`config.mk`:
```
export PLATFORM = sky130hd
export DESIGN_NAME = lvds_strobe_framer
export DESIGN_NICKNAME = d
export VERILOG_FILES = /design/src/rtl/framer_pkg.sv /design/src/rtl/frame_strobe_gen.sv /design/src/rtl/bus_word_encoder.sv /design/src/rtl/lvds_strobe_framer.sv
export VERILOG_INCLUDE_DIRS = /design/src /design/src/rtl
export SDC_FILE = /design/constraint.sdc
export NUM_CORES = 1
export LEC_CHECK = 0
export BUFFER_PORTS_ARGS = -buffer_cell sky130_fd_sc_hd__buf_2
export CORE_ASPECT_RATIO = 1.5
export CORE_UTILIZATION = 40
export DETAILED_ROUTE_END_ITERATION = 16
export MAX_ROUTING_LAYER = met4
export PLACE_DENSITY = 0.64
export SKIP_LAST_GASP = 1
export SLEW_MARGIN = 20
export SYNTH_ARGS = -nofsm -noshare
export SYNTH_HDL_FRONTEND = slang
export SYNTH_SLANG_ARGS = --single-unit
```
`constraint.sdc`:
```
create_clock -name sys_clk -period 9.2 [get_ports sys_clk]
set_clock_uncertainty 0.15 [all_clocks]
set_input_delay 1.84 -clock sys_clk [delete_from_list [all_inputs] [get_ports sys_clk]]
set_output_delay 1.84 -clock sys_clk [all_outputs]
set_load 0.005 [all_outputs]
```
`src/rtl/framer_consts.svh`:
```
// named constants of the strobe framer: bus offsets, reset values, widths
// assumes inclusion by bare name from every framer design file
`ifndef FRAMER_CONSTS_SVH
`define FRAMER_CONSTS_SVH

// bus and word geometry
`define NUM_BUSES 4
`define WORD_W 12
`define LEN_W 8
`define PAIR_BUSES 2

// register byte offsets
`define ADR_LINK_CTRL 8'h00
`define ADR_PATTERN 8'h04
`define ADR_FRAME_LEN 8'h08
`define ADR_CS_EN 8'h0C
`define ADR_STATUS 8'h10

// writable bits of each register
`define MASK_LINK_CTRL 32'h0000_007F
`define MASK_PATTERN 32'h0000_0003
`define MASK_FRAME_LEN 32'h0000_00FF
`define MASK_CS_EN 32'h0000_00FF

// reset values: sync from pin, frame of eight, two-bus mode, all enable bits set
`define RST_LINK_CTRL 32'h0000_0002
`define RST_PATTERN 2'h0
`define RST_FRAME_LEN 8'h08
`define RST_CS_EN 32'h0000_00FF

// fixed words of the all-pairs pattern
`define WORD_ZERO 12'h000
`define WORD_ONES 12'hFFF

`endif

```
`src/rtl/framer_pkg.sv`:
```
// types shared by the strobe framer: register layouts, lane bundle, state
// assumes framer_consts.svh is available on the include path
`include "framer_consts.svh"

package framer_pkg;
    typedef logic [`WORD_W-1:0] word_t;

    typedef enum logic [1:0] {
        SYNC_FROM_REG = 2'h0,
        SYNC_FROM_PIN = 2'h1,
        SYNC_FROM_STAMP = 2'h2,
        SYNC_FROM_NONE = 2'h3
    } sync_src_t;

    typedef enum logic [1:0] {
        STB_FROM_GEN = 2'h0,
        STB_FROM_STAMP = 2'h1,
        STB_FROM_SYSREF = 2'h2,
        STB_FROM_OFF = 2'h3
    } stb_src_t;

    typedef enum logic [1:0] {
        PAT_NORMAL = 2'h0,
        PAT_SPARE = 2'h1,
        PAT_LSB = 2'h2,
        PAT_ALL = 2'h3
    } pattern_t;

    typedef struct packed {
        logic [24:0] reserved;
        logic busDemux;
        logic syncBit;
        stb_src_t strobeSource;
        sync_src_t syncSource;
        logic scrambleEnable;
    } link_ctrl_t;

    typedef struct packed {
        logic [23:0] reserved;
        logic [`NUM_BUSES-1:0] dataClockEnable;
        logic [`NUM_BUSES-1:0] strobeEnable;
    } cs_en_t;

    typedef struct packed {
        word_t data;
        logic strobe;
        logic strobeOn;
        logic clock;
        logic clockOn;
    } lane_t;

    typedef struct packed {
        link_ctrl_t linkCtrl;
        pattern_t pattern;
        logic [`LEN_W-1:0] frameLen;
        cs_en_t csEn;
        logic [31:0] datRd;
        logic ack;
        logic err;
        lane_t [`NUM_BUSES-1:0] lanes;
    } framer_state_t;

    typedef struct packed {
        logic [`LEN_W-1:0] pos;
        logic phase;
    } gen_state_t;

    // memoryless xor scrambler of one 12-bit sample
    function automatic word_t scramble(input word_t d);
        word_t y;
        y = d ^ {`WORD_W{d[1] ^ d[0]}};
        y[1] = d[1];
        y[0] = d[0] ^ d[1];
        return y;
    endfunction : scramble
endpackage : framer_pkg

```
`src/rtl/frame_strobe_gen.sv`:
```
// frame position counter and ddr clock phase divider
// assumes sysref is a synchronous pulse in the sys_clk domain
`include "framer_consts.svh"

module frame_strobe_gen (
    // clock and reset
    input wire logic sys_clk,
    input wire logic resetn,
    // frame control
    input wire logic sysref,
    input wire logic [`LEN_W-1:0] frameLen,
    // frame state
    output logic [`LEN_W-1:0] framePos,
    output logic endOfFrame,
    output logic clockPhase
);
    framer_pkg::gen_state_t s_q;
    framer_pkg::gen_state_t s_d;
    logic [`LEN_W-1:0] lastUi;

    assign lastUi = (frameLen == '0) ? '0 : frameLen - `LEN_W'(1);
    assign framePos = s_q.pos;
    assign endOfFrame = (s_q.pos == lastUi);
    assign clockPhase = s_q.phase;

    always_comb begin
        s_d = s_q;
        if (sysref) begin
            s_d.pos = '0;
            s_d.phase = 1'b0;
        end else begin
            s_d.phase = !s_q.phase;
            if (s_q.pos >= lastUi) begin
                s_d.pos = '0;
            end else begin
                s_d.pos = s_q.pos + `LEN_W'(1);
            end
        end
    end

    always_ff @(posedge sys_clk or negedge resetn) begin
        if (!resetn) begin
            s_q <= '0;
        end else begin
            s_q <= s_d;
        end
    end
endmodule : frame_strobe_gen

```
`src/rtl/bus_word_encoder.sv`:
```
// per-bus pattern substitution and scrambling, purely combinational
// assumes the caller registers both outputs
`include "framer_consts.svh"

module bus_word_encoder (
    // sample and frame marker
    input framer_pkg::word_t sample,
    input wire logic frameStrobe,
    // mode
    input wire logic syncActive,
    input framer_pkg::pattern_t pattern,
    input wire logic scrambleOn,
    // encoded outputs
    output framer_pkg::word_t word,
    output logic strobeLine
);
    framer_pkg::word_t plain;

    always_comb begin
        plain = sample;
        if (syncActive && pattern == framer_pkg::PAT_LSB) begin
            plain[0] = frameStrobe;
        end else if (syncActive && pattern == framer_pkg::PAT_ALL) begin
            plain = frameStrobe ? `WORD_ONES : `WORD_ZERO;
        end
        if (scrambleOn) begin
            word = framer_pkg::scramble(plain);
            strobeLine = frameStrobe ^ plain[1] ^ plain[0];
        end else begin
            word = plain;
            strobeLine = frameStrobe;
        end
    end
endmodule : bus_word_encoder

```
`src/rtl/lvds_strobe_framer.sv`:
```
// output framer of a four-bus lvds sample interface with frame strobes
// assumes samples, sysref, timestamp and sync pin are synchronous to sys_clk,
// one unit interval per sys_clk cycle, and a classic wishbone master
//
// Overview of operation
// - four 12-bit buses, each with its own ddr data clock and strobe
// - strobe taken from generator, timestamp copy or sysref copy
// - scrambling off by default; then samples pass unchanged
// - sysref resets clock divider and strobe generator
// - strobe low on every unit interval except the last of a frame
// - frame length comes from a writable field; strobe repeats with it
// - sysref starts a new frame at unit interval zero
// - strobe shares data timing, source-synchronous with its bus clock
// - sync gate source selectable: register bit, sync pin or timestamp
// - dedicated mode keeps all 12 bits, strobe on its own pair
// - dedicated strobe runs whatever the sync gate does
// - buses c and d may drop clock and strobe, reusing a and b
// - lsb pattern: while synced the lsb carries the strobe
// - sync pin is the default sync gate source
// - all-pairs pattern: words 0x000, last unit interval 0xFFF
// - enabled strobe pairs keep the strobe in all-pairs mode
// - 12-bit scrambler uses only the current sample
// - per-bus enables turn off unused strobes and data clocks
// - demux setting selects two or four active buses
`include "framer_consts.svh"

module lvds_strobe_framer (
    // clock and reset
    input wire logic sys_clk,
    input wire logic resetn,
    // wishbone register slave
    input wire logic [7:0] adr,
    input wire logic [31:0] datWr,
    input wire logic [3:0] sel,
    input wire logic we,
    input wire logic cyc,
    input wire logic stb,
    output logic [31:0] datRd,
    output logic ack,
    output logic err,
    // sample stream and timing inputs
    input framer_pkg::word_t [`NUM_BUSES-1:0] samples,
    input wire logic sysref,
    input wire logic timestampIn,
    input wire logic syncPin,
    // lvds bus lanes
    output framer_pkg::lane_t [`NUM_BUSES-1:0] lanes
);
    framer_pkg::framer_state_t s_q;
    framer_pkg::framer_state_t s_d;
    logic [`LEN_W-1:0] framePos;
    logic endOfFrame;
    logic clockPhase;
    logic frameStrobe;
    logic syncActive;
    logic reqNew;
    logic writeNow;
    logic addrHit;
    logic [31:0] readMux;
    framer_pkg::word_t [`NUM_BUSES-1:0] encWord;
    logic [`NUM_BUSES-1:0] encStrobe;
    logic [`NUM_BUSES-1:0] busActive;

    // byte-lane merge of a write into a register image
    function automatic logic [31:0] merge(input logic [31:0] old, input logic [31:0] wr,
                                          input logic [3:0] be, input logic [31:0] mask);
        logic [31:0] r;
        r = old;
        for (int b = 0; b < 4; b++) begin
            if (be[b]) begin
                r[b*8 +: 8] = wr[b*8 +: 8];
            end
        end
        return r & mask;
    endfunction : merge

    frame_strobe_gen u_gen (
        .sys_clk(sys_clk),
        .resetn(resetn),
        .sysref(sysref),
        .frameLen(s_q.frameLen),
        .framePos(framePos),
        .endOfFrame(endOfFrame),
        .clockPhase(clockPhase)
    );

    // strobe source and sync gate selection
    always_comb begin
        unique case (s_q.linkCtrl.strobeSource)
            framer_pkg::STB_FROM_GEN: frameStrobe = endOfFrame;
            framer_pkg::STB_FROM_STAMP: frameStrobe = timestampIn;
            framer_pkg::STB_FROM_SYSREF: frameStrobe = sysref;
            default: frameStrobe = 1'b0;
        endcase
        unique case (s_q.linkCtrl.syncSource)
            framer_pkg::SYNC_FROM_REG: syncActive = s_q.linkCtrl.syncBit;
            framer_pkg::SYNC_FROM_PIN: syncActive = syncPin;
            framer_pkg::SYNC_FROM_STAMP: syncActive = timestampIn;
            default: syncActive = 1'b0;
        endcase
    end

    for (genvar g = 0; g < `NUM_BUSES; g++) begin : g_bus
        bus_word_encoder u_enc (
            .sample(samples[g]),
            .frameStrobe(frameStrobe),
            .syncActive(syncActive),
            .pattern(s_q.pattern),
            .scrambleOn(s_q.linkCtrl.scrambleEnable),
            .word(encWord[g]),
            .strobeLine(encStrobe[g])
        );
    end

    // c and d carry data only when demuxed
    always_comb begin
        for (int i = 0; i < `NUM_BUSES; i++) begin
            busActive[i] = (i < `PAIR_BUSES) || s_q.linkCtrl.busDemux;
        end
    end

    // register decode
    assign reqNew = cyc && stb && !s_q.ack && !s_q.err;
    assign writeNow = cyc && stb && we && s_q.ack;

    always_comb begin
        addrHit = 1'b1;
        readMux = '0;
        unique case (adr)
            `ADR_LINK_CTRL: readMux = s_q.linkCtrl;
            `ADR_PATTERN: readMux = {30'h0000_0000, s_q.pattern};
            `ADR_FRAME_LEN: readMux = {24'h00_0000, s_q.frameLen};
            `ADR_CS_EN: readMux = s_q.csEn;
            `ADR_STATUS: readMux = {22'h00_0000, clockPhase, syncActive, framePos};
            default: addrHit = 1'b0;
        endcase
    end

    always_comb begin
        s_d = s_q;
        s_d.ack = 1'b0;
        s_d.err = 1'b0;
        if (reqNew) begin
            s_d.ack = addrHit;
            s_d.err = !addrHit;
            s_d.datRd = addrHit ? readMux : '0;
        end
        if (writeNow) begin
            unique case (adr)
                `ADR_LINK_CTRL: s_d.linkCtrl = merge(s_q.linkCtrl, datWr, sel,
                                                     `MASK_LINK_CTRL);
                `ADR_PATTERN: s_d.pattern = framer_pkg::pattern_t'(2'(merge(
                    {30'h0000_0000, s_q.pattern}, datWr, sel, `MASK_PATTERN)));
                `ADR_FRAME_LEN: s_d.frameLen = `LEN_W'(merge({24'h00_0000, s_q.frameLen},
                                                          datWr, sel, `MASK_FRAME_LEN));
                `ADR_CS_EN: s_d.csEn = merge(s_q.csEn, datWr, sel, `MASK_CS_EN);
                default: ;
            endcase
        end
        for (int i = 0; i < `NUM_BUSES; i++) begin
            s_d.lanes[i].data = busActive[i] ? encWord[i] : `WORD_ZERO;
            s_d.lanes[i].strobeOn = busActive[i] && s_q.csEn.strobeEnable[i];
            s_d.lanes[i].strobe = busActive[i] && s_q.csEn.strobeEnable[i]
                                  && encStrobe[i];
            s_d.lanes[i].clockOn = busActive[i] && s_q.csEn.dataClockEnable[i];
            s_d.lanes[i].clock = busActive[i] && s_q.csEn.dataClockEnable[i]
                                 && clockPhase;
        end
    end

    always_ff @(posedge sys_clk or negedge resetn) begin
        if (!resetn) begin
            s_q <= '0;
            s_q.linkCtrl <= `RST_LINK_CTRL;
            s_q.pattern <= framer_pkg::pattern_t'(`RST_PATTERN);
            s_q.frameLen <= `RST_FRAME_LEN;
            s_q.csEn <= `RST_CS_EN;
        end else begin
            s_q <= s_d;
        end
    end

    assign datRd = s_q.datRd;
    assign ack = s_q.ack;
    assign err = s_q.err;
    assign lanes = s_q.lanes;

    logic [`LEN_W-1:0] lastUiChk;
    assign lastUiChk = (s_q.frameLen == '0) ? '0 : s_q.frameLen - `LEN_W'(1);
endmodule : lvds_strobe_framer

```
# Word level (Yosys, flattened, before mapping)
# Cells that the tools add are included.
[word_totals]
register_bits = 132
latch_bits = 0
ramBits = 0
rom_bits = 0
in_bits = 100
output_inout_bits = 98
elab_cells = 128
n_memories = 0
[classes]
n_addsub = 2
n_mul = 0
div = 0
magnitude_cmp = 1
eq_ne = 11
shifts = 0
mux = 32
bitwise_logic = 16
n_reduce_logical = 32
[ops]
columns = ["op", "count"]
rows = [
  ["$mux 12", 11],
  ["$pmux 10 s5", 1],
  ["$xor 12x12->12", 4],
  ["$mux 11", 4],
  ["$logic_and 1x1->1", 19],
  ["$eq 8x4->1 const B", 2],
  ["$logic_not 8->1", 2],
  ["$mux 8", 2],
  ["$reduce_and 3->1", 4],
  ["$xor 1x1->1", 12],
  ["$mux 10", 1],
  ["$mux 1", 9],
  ["$mux 9", 1],
  ["$add 8x1->8 const B", 1],
  ["$eq 2x2->1 const B", 4],
  ["$eq 8x3->1 const B", 1],
  ["$eq 8x5->1 const B", 1],
  ["$eq 8x8->1", 1],
  ["$ge 8x8->1", 1],
  ["$sub 8x1->8 const B", 1],
  ["$pmux 1 s3", 2],
  ["$reduce_or 5->1", 1],
  ["$eq 2x1->1 const B", 2],
  ["$logic_not 1->1", 4],
  ["other kinds (2)", 3],
]

# Depth between registers and ports, before layout
# Gate-level depths: netlist of the first run.
[depth]
depth_word = 11
depth_mapped = 14
depth_no_buf = 13

# Hierarchy
# Synthesis of the first run repeated with hierarchy kept, for this count alone.
[unflattened]
cells_unflattened = 768
area_unflattened_um2 = 7587.3
[modules_own_cells]
columns = ["module", "n_inst", "cells_per_inst", "area_per_inst_um2"]
rows = [
  ["lvds_strobe_framer", 1, 345, 4393.0],
  ["bus_word_encoder", 4, 86, 608.1],
  ["frame_strobe_gen", 1, 79, 762.0],
]

# Least setup slack after synthesis of the first run
# Ideal clock, no wire load.
[synth_timing]
path_kind = "in2reg"
start = "input adr[1]"
end = "register s_q[139] (netlist name)"
arrival_ns = 3.407
path_slack_ns = 5.519
stages = 5
n_path_buf = 1
path_cell_list = "nor4_2 > or3b_2 > clkbuf_1 > nor3_1 > mux2_2"
[synth_via]
elab_chain_cells = 2
[synth_rtl]
columns = ["item", "line", "source"]
rows = [
  ["from (decl)", "lvds_strobe_framer.sv:32", "input wire logic [7:0] adr,"],
  ["$eq 8x3->1", "-", ""],
  ["$reduce_and 3->1 (no line)", "-", ""],
]
# No other way between the ends.
# A chain may end at the register's enable or synchronous reset.

==> reports/metrics.yaml, run 1 <==
global_routing:
  antenna_found_initial: 1
  first_pass_grt_wire_length_mm: 26.7
  global_route_congestion_overflow_total: 0
  pin_count_of_the_biggest_net_entering_global_routing: 79
  global_router_s_overall_resource_usage: 0.202
  first_global_vias: 5066
floorplan:
  ioPinCount: 198
  fp.dieW_um: 109
  overall_die_area_sq_um: 17800
  core.rowCount: 58
  core_area_sq_um: 16800
  die_h_um: 163
  start_util: 0.411
synth:
  synthesis.area_per_instance_sq_um: 9.64
  postSynth.asyncResetShare: 1.00
  post_synth_inst_count: 717
  seq_area_frac_synth: 0.400
  syn_area_sq_um: 6920
  synth-main-ff-cell: "dfrtp_1"
  ys_seq_elements: 110
  ys_types: 71
  yosysTopAreaCellShare: 0.362
  area_contributors_post_synth: "dfrtp_1 36%, buf_4 11%, nand2_1 4.3%"
  synth-edff-count: 0
  synthDominantAreaCellType: "dfrtp_1"
  yosys_warnings: 0
critical_path:
  reg2reg_slack_ns: 4.77
  crit_path_max_incr_delay_ns: 0.79
  worst-path-max-fanout: 18
  critPathCapture: "lanes[43]"
  reg2reg_to: "lanes[43]"
  worstPathCellList: "buf_2 > mux2i_1 > o21a_1 > nor3_4 > nor2_1 > a32oi_2 > o22ai_1"
  ff2ff_path_depth: 11
  worstSetupPathType: "in -> reg"
  critical_path_required_ns: 9.31
  timing.critical_path.to_type: "flip-flop"
  timing.critical_path.from_type: "input pin"
  critical_path.slowest_cell: "nor2_1"
  timing.critical_path.arrival_ns: 4.64
  setup.worst_path.start: "timestampIn"
  crit-reg2reg-launch: "s_q[132]"
cells_and_area:
  post-route-cell-area_sq_um: 7430
  layout-drive-gt1-share: 0.284
  fillerInstances: 1652
  layout-area-overhead-vs-synth_pct: 7.44
  final_nets: 879
  instances_no_fill: 985
clock_tree:
  htreeDepth: 3
  post-cts-setup-buffer-count: 0
  cts_tree: "yes"
  clock_latency_ns: 0.35
  cts_sinks: 110
  cts.root.buffer_cell: "clkbuf_16"
  clk_path_buf_depth: 2
  clk_pin_slew_worst_paths_ns: 0.08
  cts_hold_repair.buffers: 0
  post_cts_sizing: 0
  inserted_clock_buffers: 9
sta:
  timing.final.ws_setup_ns: 4.67
  fin_crit_ns: 4.53
  grt_setup_unrepaired: "no"
  final_hold_viol_count: 0
  final-setup-viol-count: 0
  slew_headroom: 0.279
  final_max_slew_viol_count: 0
  max_clock_freq_mhz: 221
  share_of_the_clock_period_used_by_the_worst_path: 0.492
  worstMarginPinSlew_ns: 1.07
  setup_tns_ns: 0
placement:
  dp_cells: 968
  placed_cell_area_sq_um: 7150
  globalplace.congestion: 0.859
  place_ws_ns: 4.35
  placement.io_buffers: 148
  dp.final_hpwl_mm: 12.8
power:
  vdd.ir_drop.worst_mv: 0.0689
  cellPowerDensity_nw_per_um2: 138
  total_power_mw: 1.03
  power.static_leakage_nw: 3.59
routing:
  routed_wl_mm: 17.2
  drt_first_pass_iters: 7
  initialDrtViolationCount: 407
  wl_per_cell_um: 17.5
  ant_nets: 0
  vias: 5351
  route.detailed.drc: 0
  viasPerCell: 5.43
flow_run:
  cap_viol_max_count: 0
outcome:
  run_status: "complete, no violations"
hold_path:
  worst_hold_path_type: "reg -> reg"
[placed cells by master (no fill, tap or decap), drive strengths merged, types with 13 or more instances in the layout]
master  count
a21oi      44
a22o       16
buf       150
conb       22
dfrtp     100
mux2       23
mux2i      27
nand2      80
nand3      15
nor2       29
nor3       13
o21ai      38
o22a       18
o22ai      18
xnor2      20
xor2       15
[critical path, delay by kind of cell]
kind | cells | cell delay [ns]
AOI/OAI and AO/OA | 3 | 1.29
buffers and inverters | 1 | 0.12
muxes | 1 | 0.44
and+or+nand+nor | 2 | 0.95
[stage by stage]
stage / utilization / hold slack, ns
floorplan: - / 0.249
global placement: 0.424 / 0.261
detailed placement: 0.424 / 0.260
CTS: 0.441 / 0.271
global route: 0.441 / 0.277
finish: 0.441 / 0.270
[cell usage after synthesis (3+ instances only)]
library cell  instances
and3_1                5
o21ai_1               4
a22o_1               16
inv_1                11
and2_1               12
nand2_1              79
dfstp_2              10
buf_2                 6
o211ai_1             10
dfrtp_1             100
mux2_2               23
a2bb2oi_1            11
nand3_1              15
o21ai_0              32
xnor2_1              20
mux2i_1              27
a222oi_1              5
o22ai_1              18
a21oi_1              43
clkbuf_1             23
or4_1                 3
nor3_1               10
nand2b_1              5
a211oi_1              3
buf_4                97
ha_1                 10
nor2_1               28
xor2_1               15
o22a_1               18
[layer usage]
metal  global-route usage  wire length [um]
met5                    -                 0
met2                0.358              9340
met3               0.0247               875
met1                0.225              6530
met4               0.0855               455
[worst min-delay path by stage]
| stage | to | from | slack, ns | cells past startpoint |
|---|---|---|---|---|
| 6_report | lanes[0] | s_d[0] | 0.27 | 0 |
| 3_5_place_dp | lanes[0] | s_d[0] | 0.26 | 0 |
| 5_1_grt | lanes[0] | s_d[0] | 0.28 | 0 |
| 3_3_place_gp | lanes[16] | s_d[16] | 0.26 | 0 |
| 2_1_floorplan | lanes[0] | s_d[0] | 0.25 | 0 |
| 4_1_cts | lanes[0] | s_d[0] | 0.27 | 0 |
[state kept, by name (all words and copies together) (netlist names)]
name and flops:
lanes 64, s_q 20, datRd 10, u_gen.framePos 8
s_d 4, ack 1, busActive 1, err 1
u_gen.clockPhase 1
[area by class of cell]
type                    instances  area (sq um)  share of cell area
diodes                          1          2.50            0.000337
clock buffers                  10           229              0.0308
clock inverters                 6          47.5             0.00640
inverters                      12          45.0             0.00606
multi-input cells             486          3320               0.446
flip-flops and latches        110          2770               0.372
well taps                     210           263              0.0354
repair buffers                150           762               0.103
[kinds of logic (layout without fill, tap and decap cells)]
| family | Yosys count | count (layout) | synth area share |
|---|---|---|---|
| AO/OA/AOI/OAI | 187 | 187 | 0.193 |
| XOR/XNOR | 35 | 35 | 0.0443 |
| adder cells (fa/ha/maj) | 10 | 10 | 0.0181 |
| buffers and inverters | 142 | 178 | 0.132 |
| flip-flops | 110 | 110 | 0.400 |
| multiplexers | 50 | 50 | 0.0765 |
| other | 1 | 23 | 0.000542 |
| AND/OR/NAND/NOR | 182 | 182 | 0.136 |
[report_power, final]
part / switching (mW) / internal, mW / total (mW) / leakage [nW]
combinational: 0.0923 / 0.0608 / 0.153 / 2.03
clock: 0.184 / 0.186 / 0.370 / 0.133
sequential: 0.00963 / 0.494 / 0.504 / 1.43
(Power assumes the default switching activity.)
==> run 2: changes to the inputs <==
- PLACE_DENSITY: 0.64 -> 0.67
- clock period: 9.2 -> 3.9 ns (I/O delays scaled with it)
==> reports/metrics.yaml, run 2 (same netlist as run 1, synthesis figures left out) <==
critical_path:
  critical_path_required_ns: 4.02  # -5.29 ns
  cp_num_cells: 12  # +5
  timing.critical_path.from_type: "flip-flop"
  worstSetupPathType: "reg -> reg"
  critPathCapture: "lanes[22]"
  reg2reg_slack_ns: 0.23  # -4.54 ns
  crit-reg2reg-launch: "s_q[130]"
  ff2ff_path_depth: 12  # +1
  critical_path.slowest_cell: "or4_1"
  timing.critical_path.arrival_ns: 3.79  # -0.85 ns
  reg2reg_to: "lanes[22]"
  worstPathCellList: "inv_1 > ha_1 > nand2_1 > or4_1 > and2_1 > ha_1 > nand4bb_4 > or4_1 > nand4_4 > o221ai_2 > o22a_1 > a21oi_1"
  crit_path_max_incr_delay_ns: 0.53  # -0.26 ns
  timing.critical_path.to_type: "flip-flop"
  setup.worst_path.start: "s_q[130]"
  worstPathBufferInverterCount: 1  # unchanged
  worst-path-max-fanout: 10  # -8
  cp_top_family: "simple AND/OR/NAND/NOR gates"
clock_tree:
  cts_sinks: 110  # unchanged
  clk_path_buf_depth: 2  # unchanged
  htreeDepth: 3  # unchanged
  clk_pin_slew_worst_paths_ns: 0.08  # about the same
  cts_hold_repair.buffers: 0  # unchanged
  cts_tree: "yes"
  cts.root.buffer_cell: "clkbuf_16"
  clock_latency_ns: 0.35  # about the same
  inserted_clock_buffers: 9  # unchanged
cells_and_area:
  final_nets: 898  # +2.2%
  postLayoutCoreUtil: 0.452  # +0.0108
  layout-drive-gt1-share: 0.305  # +0.0209
  diodes: 0  # -1
  largest_register_ffs: 64  # unchanged
  instances_no_fill: 1003  # +1.8%
  final_cell_mix: "147 x buf_2, 100 x dfrtp_1, 79 x nand2_1"
  layout-area-overhead-vs-synth_pct: 10.1
  fillerInstances: 1654  # +0.12%
  most_common_cell_after_layout_fill_and_taps_aside: "buf_2"
routing:
  detail_route.wirelength.met1_mm: 6.51  # -0.34%
  metal2_wl_mm: 9.09  # -2.7%
  routed_wl_mm: 17.2  # +0.27%
  drt_first_pass_iters: 8  # +1
  vias: 5475  # +2.3%
  wl_per_cell_um: 17.2  # -1.5%
  initialDrtViolationCount: 239  # -41%
  viasPerCell: 5.46  # +0.48%
  maxUsedRoutingLayer: "met4"
  route.met3.wl_um: 884  # +1.0%
  route.detailed.drc: 0  # unchanged
  ant_nets: 0  # unchanged
global_routing:
  first_pass_grt_wire_length_mm: 26.7  # about the same
  global_router_s_overall_resource_usage: 0.202  # about the same
  first_global_vias: 5192  # +2.5%
  pin_count_of_the_biggest_net_entering_global_routing: 89  # +13%
  global_route_congestion_overflow_total: 0  # unchanged
  antenna_found_initial: 0  # -1
sta:
  slew_headroom: 0.472  # +0.193
  fin_crit_ns: 3.67
  worstMarginPinSlew_ns: 0.792  # -0.280 ns
  grt_setup_unrepaired: "yes"
  max_clock_freq_mhz: 273
  timing.final.ws_setup_ns: 0.231  # -4.44 ns
  final_max_slew_viol_count: 0  # unchanged
  share_of_the_clock_period_used_by_the_worst_path: 0.941
  final-setup-viol-count: 0  # unchanged
  setup_tns_ns: 0  # unchanged
  final_hold_viol_count: 0  # unchanged
placement:
  placement.io_buffers: 148  # unchanged
  globalplace.congestion: 0.915  # +6.5%
  dp.final_hpwl_mm: 13.1  # +2.1%
  place_ws_ns: 0.144  # -4.21 ns
  dp_cells: 987  # +2.0%
floorplan:
  start_util: 0.411  # unchanged
  ioPinCount: 198  # unchanged
  overall_die_area_sq_um: 17800  # unchanged
  die_h_um: 163  # unchanged
  core_area_sq_um: 16800  # unchanged
  core.rowCount: 58  # unchanged
  fp.dieW_um: 109  # unchanged
power:
  power.static_leakage_nw: 3.71  # +3.1%
  vdd.ir_drop.worst_mv: 0.193  # +180%
  cellPowerDensity_nw_per_um2: 331  # +140%
  total_power_mw: 2.52  # +140%
hold_path:
  worst_hold_path_type: "reg -> reg"
outcome:
  run_status: "complete, no violations"
flow_run:
  cap_viol_max_count: 0  # unchanged
[run 2: what timing repair did]
action / in CTS / in global routing
resized for setup: 0 / 3
setup buffers: 0 / 0
endpoints found under the setup margin: 0 / 21
[run 2: worst min-delay path by stage]
stage                      endpoint    start  depth (start not counted)  slack (ns)
final                     lanes[16]  s_d[16]                          0        0.27
after global routing      lanes[16]  s_d[16]                          0        0.28
after CTS                 lanes[16]  s_d[16]                          0        0.27
after detailed placement  lanes[16]  s_d[16]                          0        0.26
after global placement     lanes[0]   s_d[0]                          0        0.26
after floorplan            lanes[0]   s_d[0]                          0        0.25
[run 2: layout make-up]
class | count | area, sq um | area share
sequential | 110 | 2770 | 0.363
inverter | 12 | 45.0 | 0.00592
tap | 210 | 263 | 0.0345
timing repair buffer | 169 | 905 | 0.119
clock inverter | 7 | 77.6 | 0.0102
clock buffer | 9 | 225 | 0.0296
multi-input combinational | 486 | 3330 | 0.438
[run 2: power breakdown]
| group | leakage, nW | switching, mW | internal (mW) |
|---|---|---|---|
| Combinational | 2.12 | 0.221 | 0.155 |
| Clock | 0.153 | 0.444 | 0.508 |
| Sequential | 1.43 | 0.0222 | 1.17 |
[run 2: per-stage QoR]
step | cell area [sq um] | hold WS (ns)
floorplan | 6990 | 0.249
detailed placement | 7290 | 0.263
CTS | 7590 | 0.275
global placement | 7290 | 0.263
global route | 7610 | 0.281
finish | 7610 | 0.274
[run 2: worst reg2reg max path, stage by stage (launching register included)]
cell       delay [ns]
dfrtp_1          0.40
inv_1            0.15
ha_1             0.25
nand2_1          0.10
or4_1            0.44
and2_1           0.18
ha_1             0.33
nand4bb_4        0.14
or4_1            0.53
nand4_4          0.25
o221ai_2         0.25
o22a_1           0.27
a21oi_1          0.16
[run 2: metal layers]
| layer | up-vias | track usage |
|---|---|---|
| li1 | 2592 | - |
| met4 | 0 | 0.0994 |
| met1 | 2621 | 0.224 |
| met3 | 42 | 0.0219 |
| met2 | 220 | 0.354 |
| met5 | - | - |
==> run 3: changes to the inputs <==
- RECOVER_POWER: unset -> 50
==> reports/metrics.yaml, run 3 (same netlist as run 1, synthesis figures left out) <==
placement:
  placed_cell_area_sq_um: 7290  # unchanged
  place_ws_ns: 0.144  # unchanged
  globalplace.congestion: 0.915  # unchanged
  placement.io_buffers: 148  # unchanged
  dp.final_hpwl_mm: 13.1  # unchanged
sta:
  final-setup-viol-count: 0  # unchanged
  slew_headroom: -0.433  # -0.905
  final_hold_viol_count: 0  # unchanged
  max_clock_freq_mhz: 273  # +0.31%
  fin_crit_ns: 3.66  # -0.0113 ns
  fin_worst_hold_slack_ns: 0.293  # +0.0193 ns
  setup_tns_ns: 0  # unchanged
  final_max_slew_viol_count: 89  # +89
  grt_setup_unrepaired: "yes"
  timing.final.ws_setup_ns: 0.242  # +0.0113 ns
  worstMarginPinSlew_ns: 2.15  # +1.36 ns
  share_of_the_clock_period_used_by_the_worst_path: 0.938  # -0.00289
clock_tree:
  cts_hold_repair.buffers: 0  # unchanged
  cts.root.buffer_cell: "clkbuf_16"
  post-cts-setup-buffer-count: 0  # unchanged
  post_cts_sizing: 0  # unchanged
  htreeDepth: 3  # unchanged
  inserted_clock_buffers: 9  # unchanged
  cts_tree: "yes"
  clk_pin_slew_worst_paths_ns: 0.08  # about the same
  cts_sinks: 110  # unchanged
  clock_latency_ns: 0.35  # about the same
  clk_path_buf_depth: 2  # unchanged
floorplan:
  start_util: 0.411  # unchanged
  overall_die_area_sq_um: 17800  # unchanged
  core_area_sq_um: 16800  # unchanged
  core.rowCount: 58  # unchanged
  ioPinCount: 198  # unchanged
  fp.dieW_um: 109  # unchanged
  die_h_um: 163  # unchanged
routing:
  wl_per_cell_um: 17.2  # +0.14%
  drt_first_pass_iters: 5  # -3
  initialDrtViolationCount: 235  # -1.7%
  ant_nets: 0  # unchanged
  routed_wl_mm: 17.3  # +0.14%
  vias: 5465  # -0.18%
  route.detailed.drc: 0  # unchanged
  viasPerCell: 5.45  # -0.18%
critical_path:
  reg2reg_to: "lanes[22]"
  critical_path_required_ns: 4.02  # about the same
  reg2reg_slack_ns: 0.24  # about the same
  timing.critical_path.to_type: "flip-flop"
  timing.critical_path.from_type: "flip-flop"
  setup.worst_path.start: "s_q[130]"
  critPathCapture: "lanes[22]"
  worst-path-max-fanout: 10  # unchanged
  timing.critical_path.arrival_ns: 3.77  # -0.02 ns
  ff2ff_path_depth: 12  # unchanged
  worstSetupPathType: "reg -> reg"
  crit-reg2reg-launch: "s_q[130]"
cells_and_area:
  layout-drive-gt1-share: 0.280  # -0.0252
  largest_register_ffs: 64  # unchanged
  post-route-cell-area_sq_um: 7580  # -0.44%
  seqCellArea_sq_um: 2770  # unchanged
  area_of_the_multi_input_gates_sq_um: 3330  # unchanged
  final_nets: 898  # unchanged
  fillerInstances: 1668  # +0.85%
  layout-area-overhead-vs-synth_pct: 9.59
  most_common_cell_after_layout_fill_and_taps_aside: "buf_2"
  final_cell_mix: "134 x buf_2, 100 x dfrtp_1, 79 x nand2_1"
  diodes: 0  # unchanged
hold_path:
  worst_hold_path_type: "reg -> reg"
  timing.hold.worst_path_depth: 0  # unchanged
global_routing:
  met1_usage: 0.224  # unchanged
  global_route_congestion_overflow_total: 0  # unchanged
  global_router_s_overall_resource_usage: 0.202  # unchanged
  layer_carrying_the_most_global_route_usage: "met2"
  antenna_found_initial: 0  # unchanged
  pin_count_of_the_biggest_net_entering_global_routing: 89  # unchanged
  first_pass_grt_wire_length_mm: 26.7  # unchanged
  globalRouteMet2Util: 0.354  # unchanged
  gr-usage-met3: 0.0219  # unchanged
  first_global_vias: 5192  # unchanged
flow_run:
  cap_viol_max_count: 1  # +1
power:
  share_clk_of_total_power: 0.379  # about the same
  p_int_mw: 1.83  # -0.16%
  total_power_mw: 2.51  # about the same
  vdd.ir_drop.worst_mv: 0.194  # +0.20%
  sequentialPowerShare: 0.473  # about the same
  share_comb_of_total_power: 0.148  # about the same
  netSwitchingFraction: 0.274  # +0.000788
  netSwitchingPower_mw: 0.688  # +0.23%
  cellPowerDensity_nw_per_um2: 332  # +0.39%
  power.static_leakage_nw: 3.65  # -1.6%
outcome:
  failed_checks: "capacitance limit, slew limit"
  run_status: "complete, but fails checks"
-- run 3: cell types whose count changed in the layout (fill, tap and decap cells not counted) --
cell and change:
and2_0 +3, and2_1 -3, buf_2 -13, buf_4 -3, buf_6 -1, clkbuf_1 +16
clkbuf_2 +1, dfstp_1 +4, dfstp_2 -4
-- run 3: area by class of cell --
| class | count | share of cell area |
|---|---|---|
| inverters | 12 | 0.00594 |
| flip-flops and latches | 110 | 0.365 |
| repair buffers | 169 | 0.115 |
| multi-input cells | 486 | 0.440 |
| well taps | 210 | 0.0347 |
| clock buffers | 9 | 0.0297 |
| clock inverters | 7 | 0.0102 |
-- run 3: per-layer routing --
| metal | share of wire | wire (um) |
|---|---|---|
| met1 | 0.38 | 6570 |
| met2 | 0.53 | 9120 |
| met3 | 0.049 | 849 |
| met4 | 0.042 | 728 |
| met5 | 0 | 0 |
-- run 3: power groups by stage --
stage / Sequential [mW] / Combinational (mW) / Clock (mW)
after floorplan: 1.20 / 0.261 / 0
after global placement: 1.21 / 0.365 / 0
after detailed placement: 1.21 / 0.374 / 0
after CTS: 1.19 / 0.375 / 0.974
after global routing: 1.19 / 0.419 / 1.02
final: 1.19 / 0.373 / 0.953
-- run 3: how the worst min path moves through the flow --
stage | slack (ns) | end | from
after global routing | 0.30 | lanes[16] | s_d[16]
final | 0.29 | lanes[16] | s_d[16]
after global placement | 0.26 | lanes[0] | s_d[0]
after CTS | 0.27 | lanes[16] | s_d[16]
after floorplan | 0.25 | lanes[0] | s_d[0]
after detailed placement | 0.26 | lanes[16] | s_d[16]
-- run 3: worst max-delay path: stages, from the launching register on --
cell       delay, ns
dfrtp_1         0.40
inv_1           0.14
ha_1            0.25
nand2_1         0.10
or4_1           0.44
and2_1          0.18
ha_1            0.33
nand4bb_4       0.14
or4_1           0.53
nand4_4         0.25
o221ai_2        0.25
o22a_1          0.26
a21oi_1         0.16
-- run 3: through the flow --
step | std cells | utilization
after floorplan | 738 | -
after global placement | 987 | 0.433
after detailed placement | 987 | 0.433
after CTS | 1003 | 0.451
after global routing | 1003 | 0.450
final | 1003 | 0.450
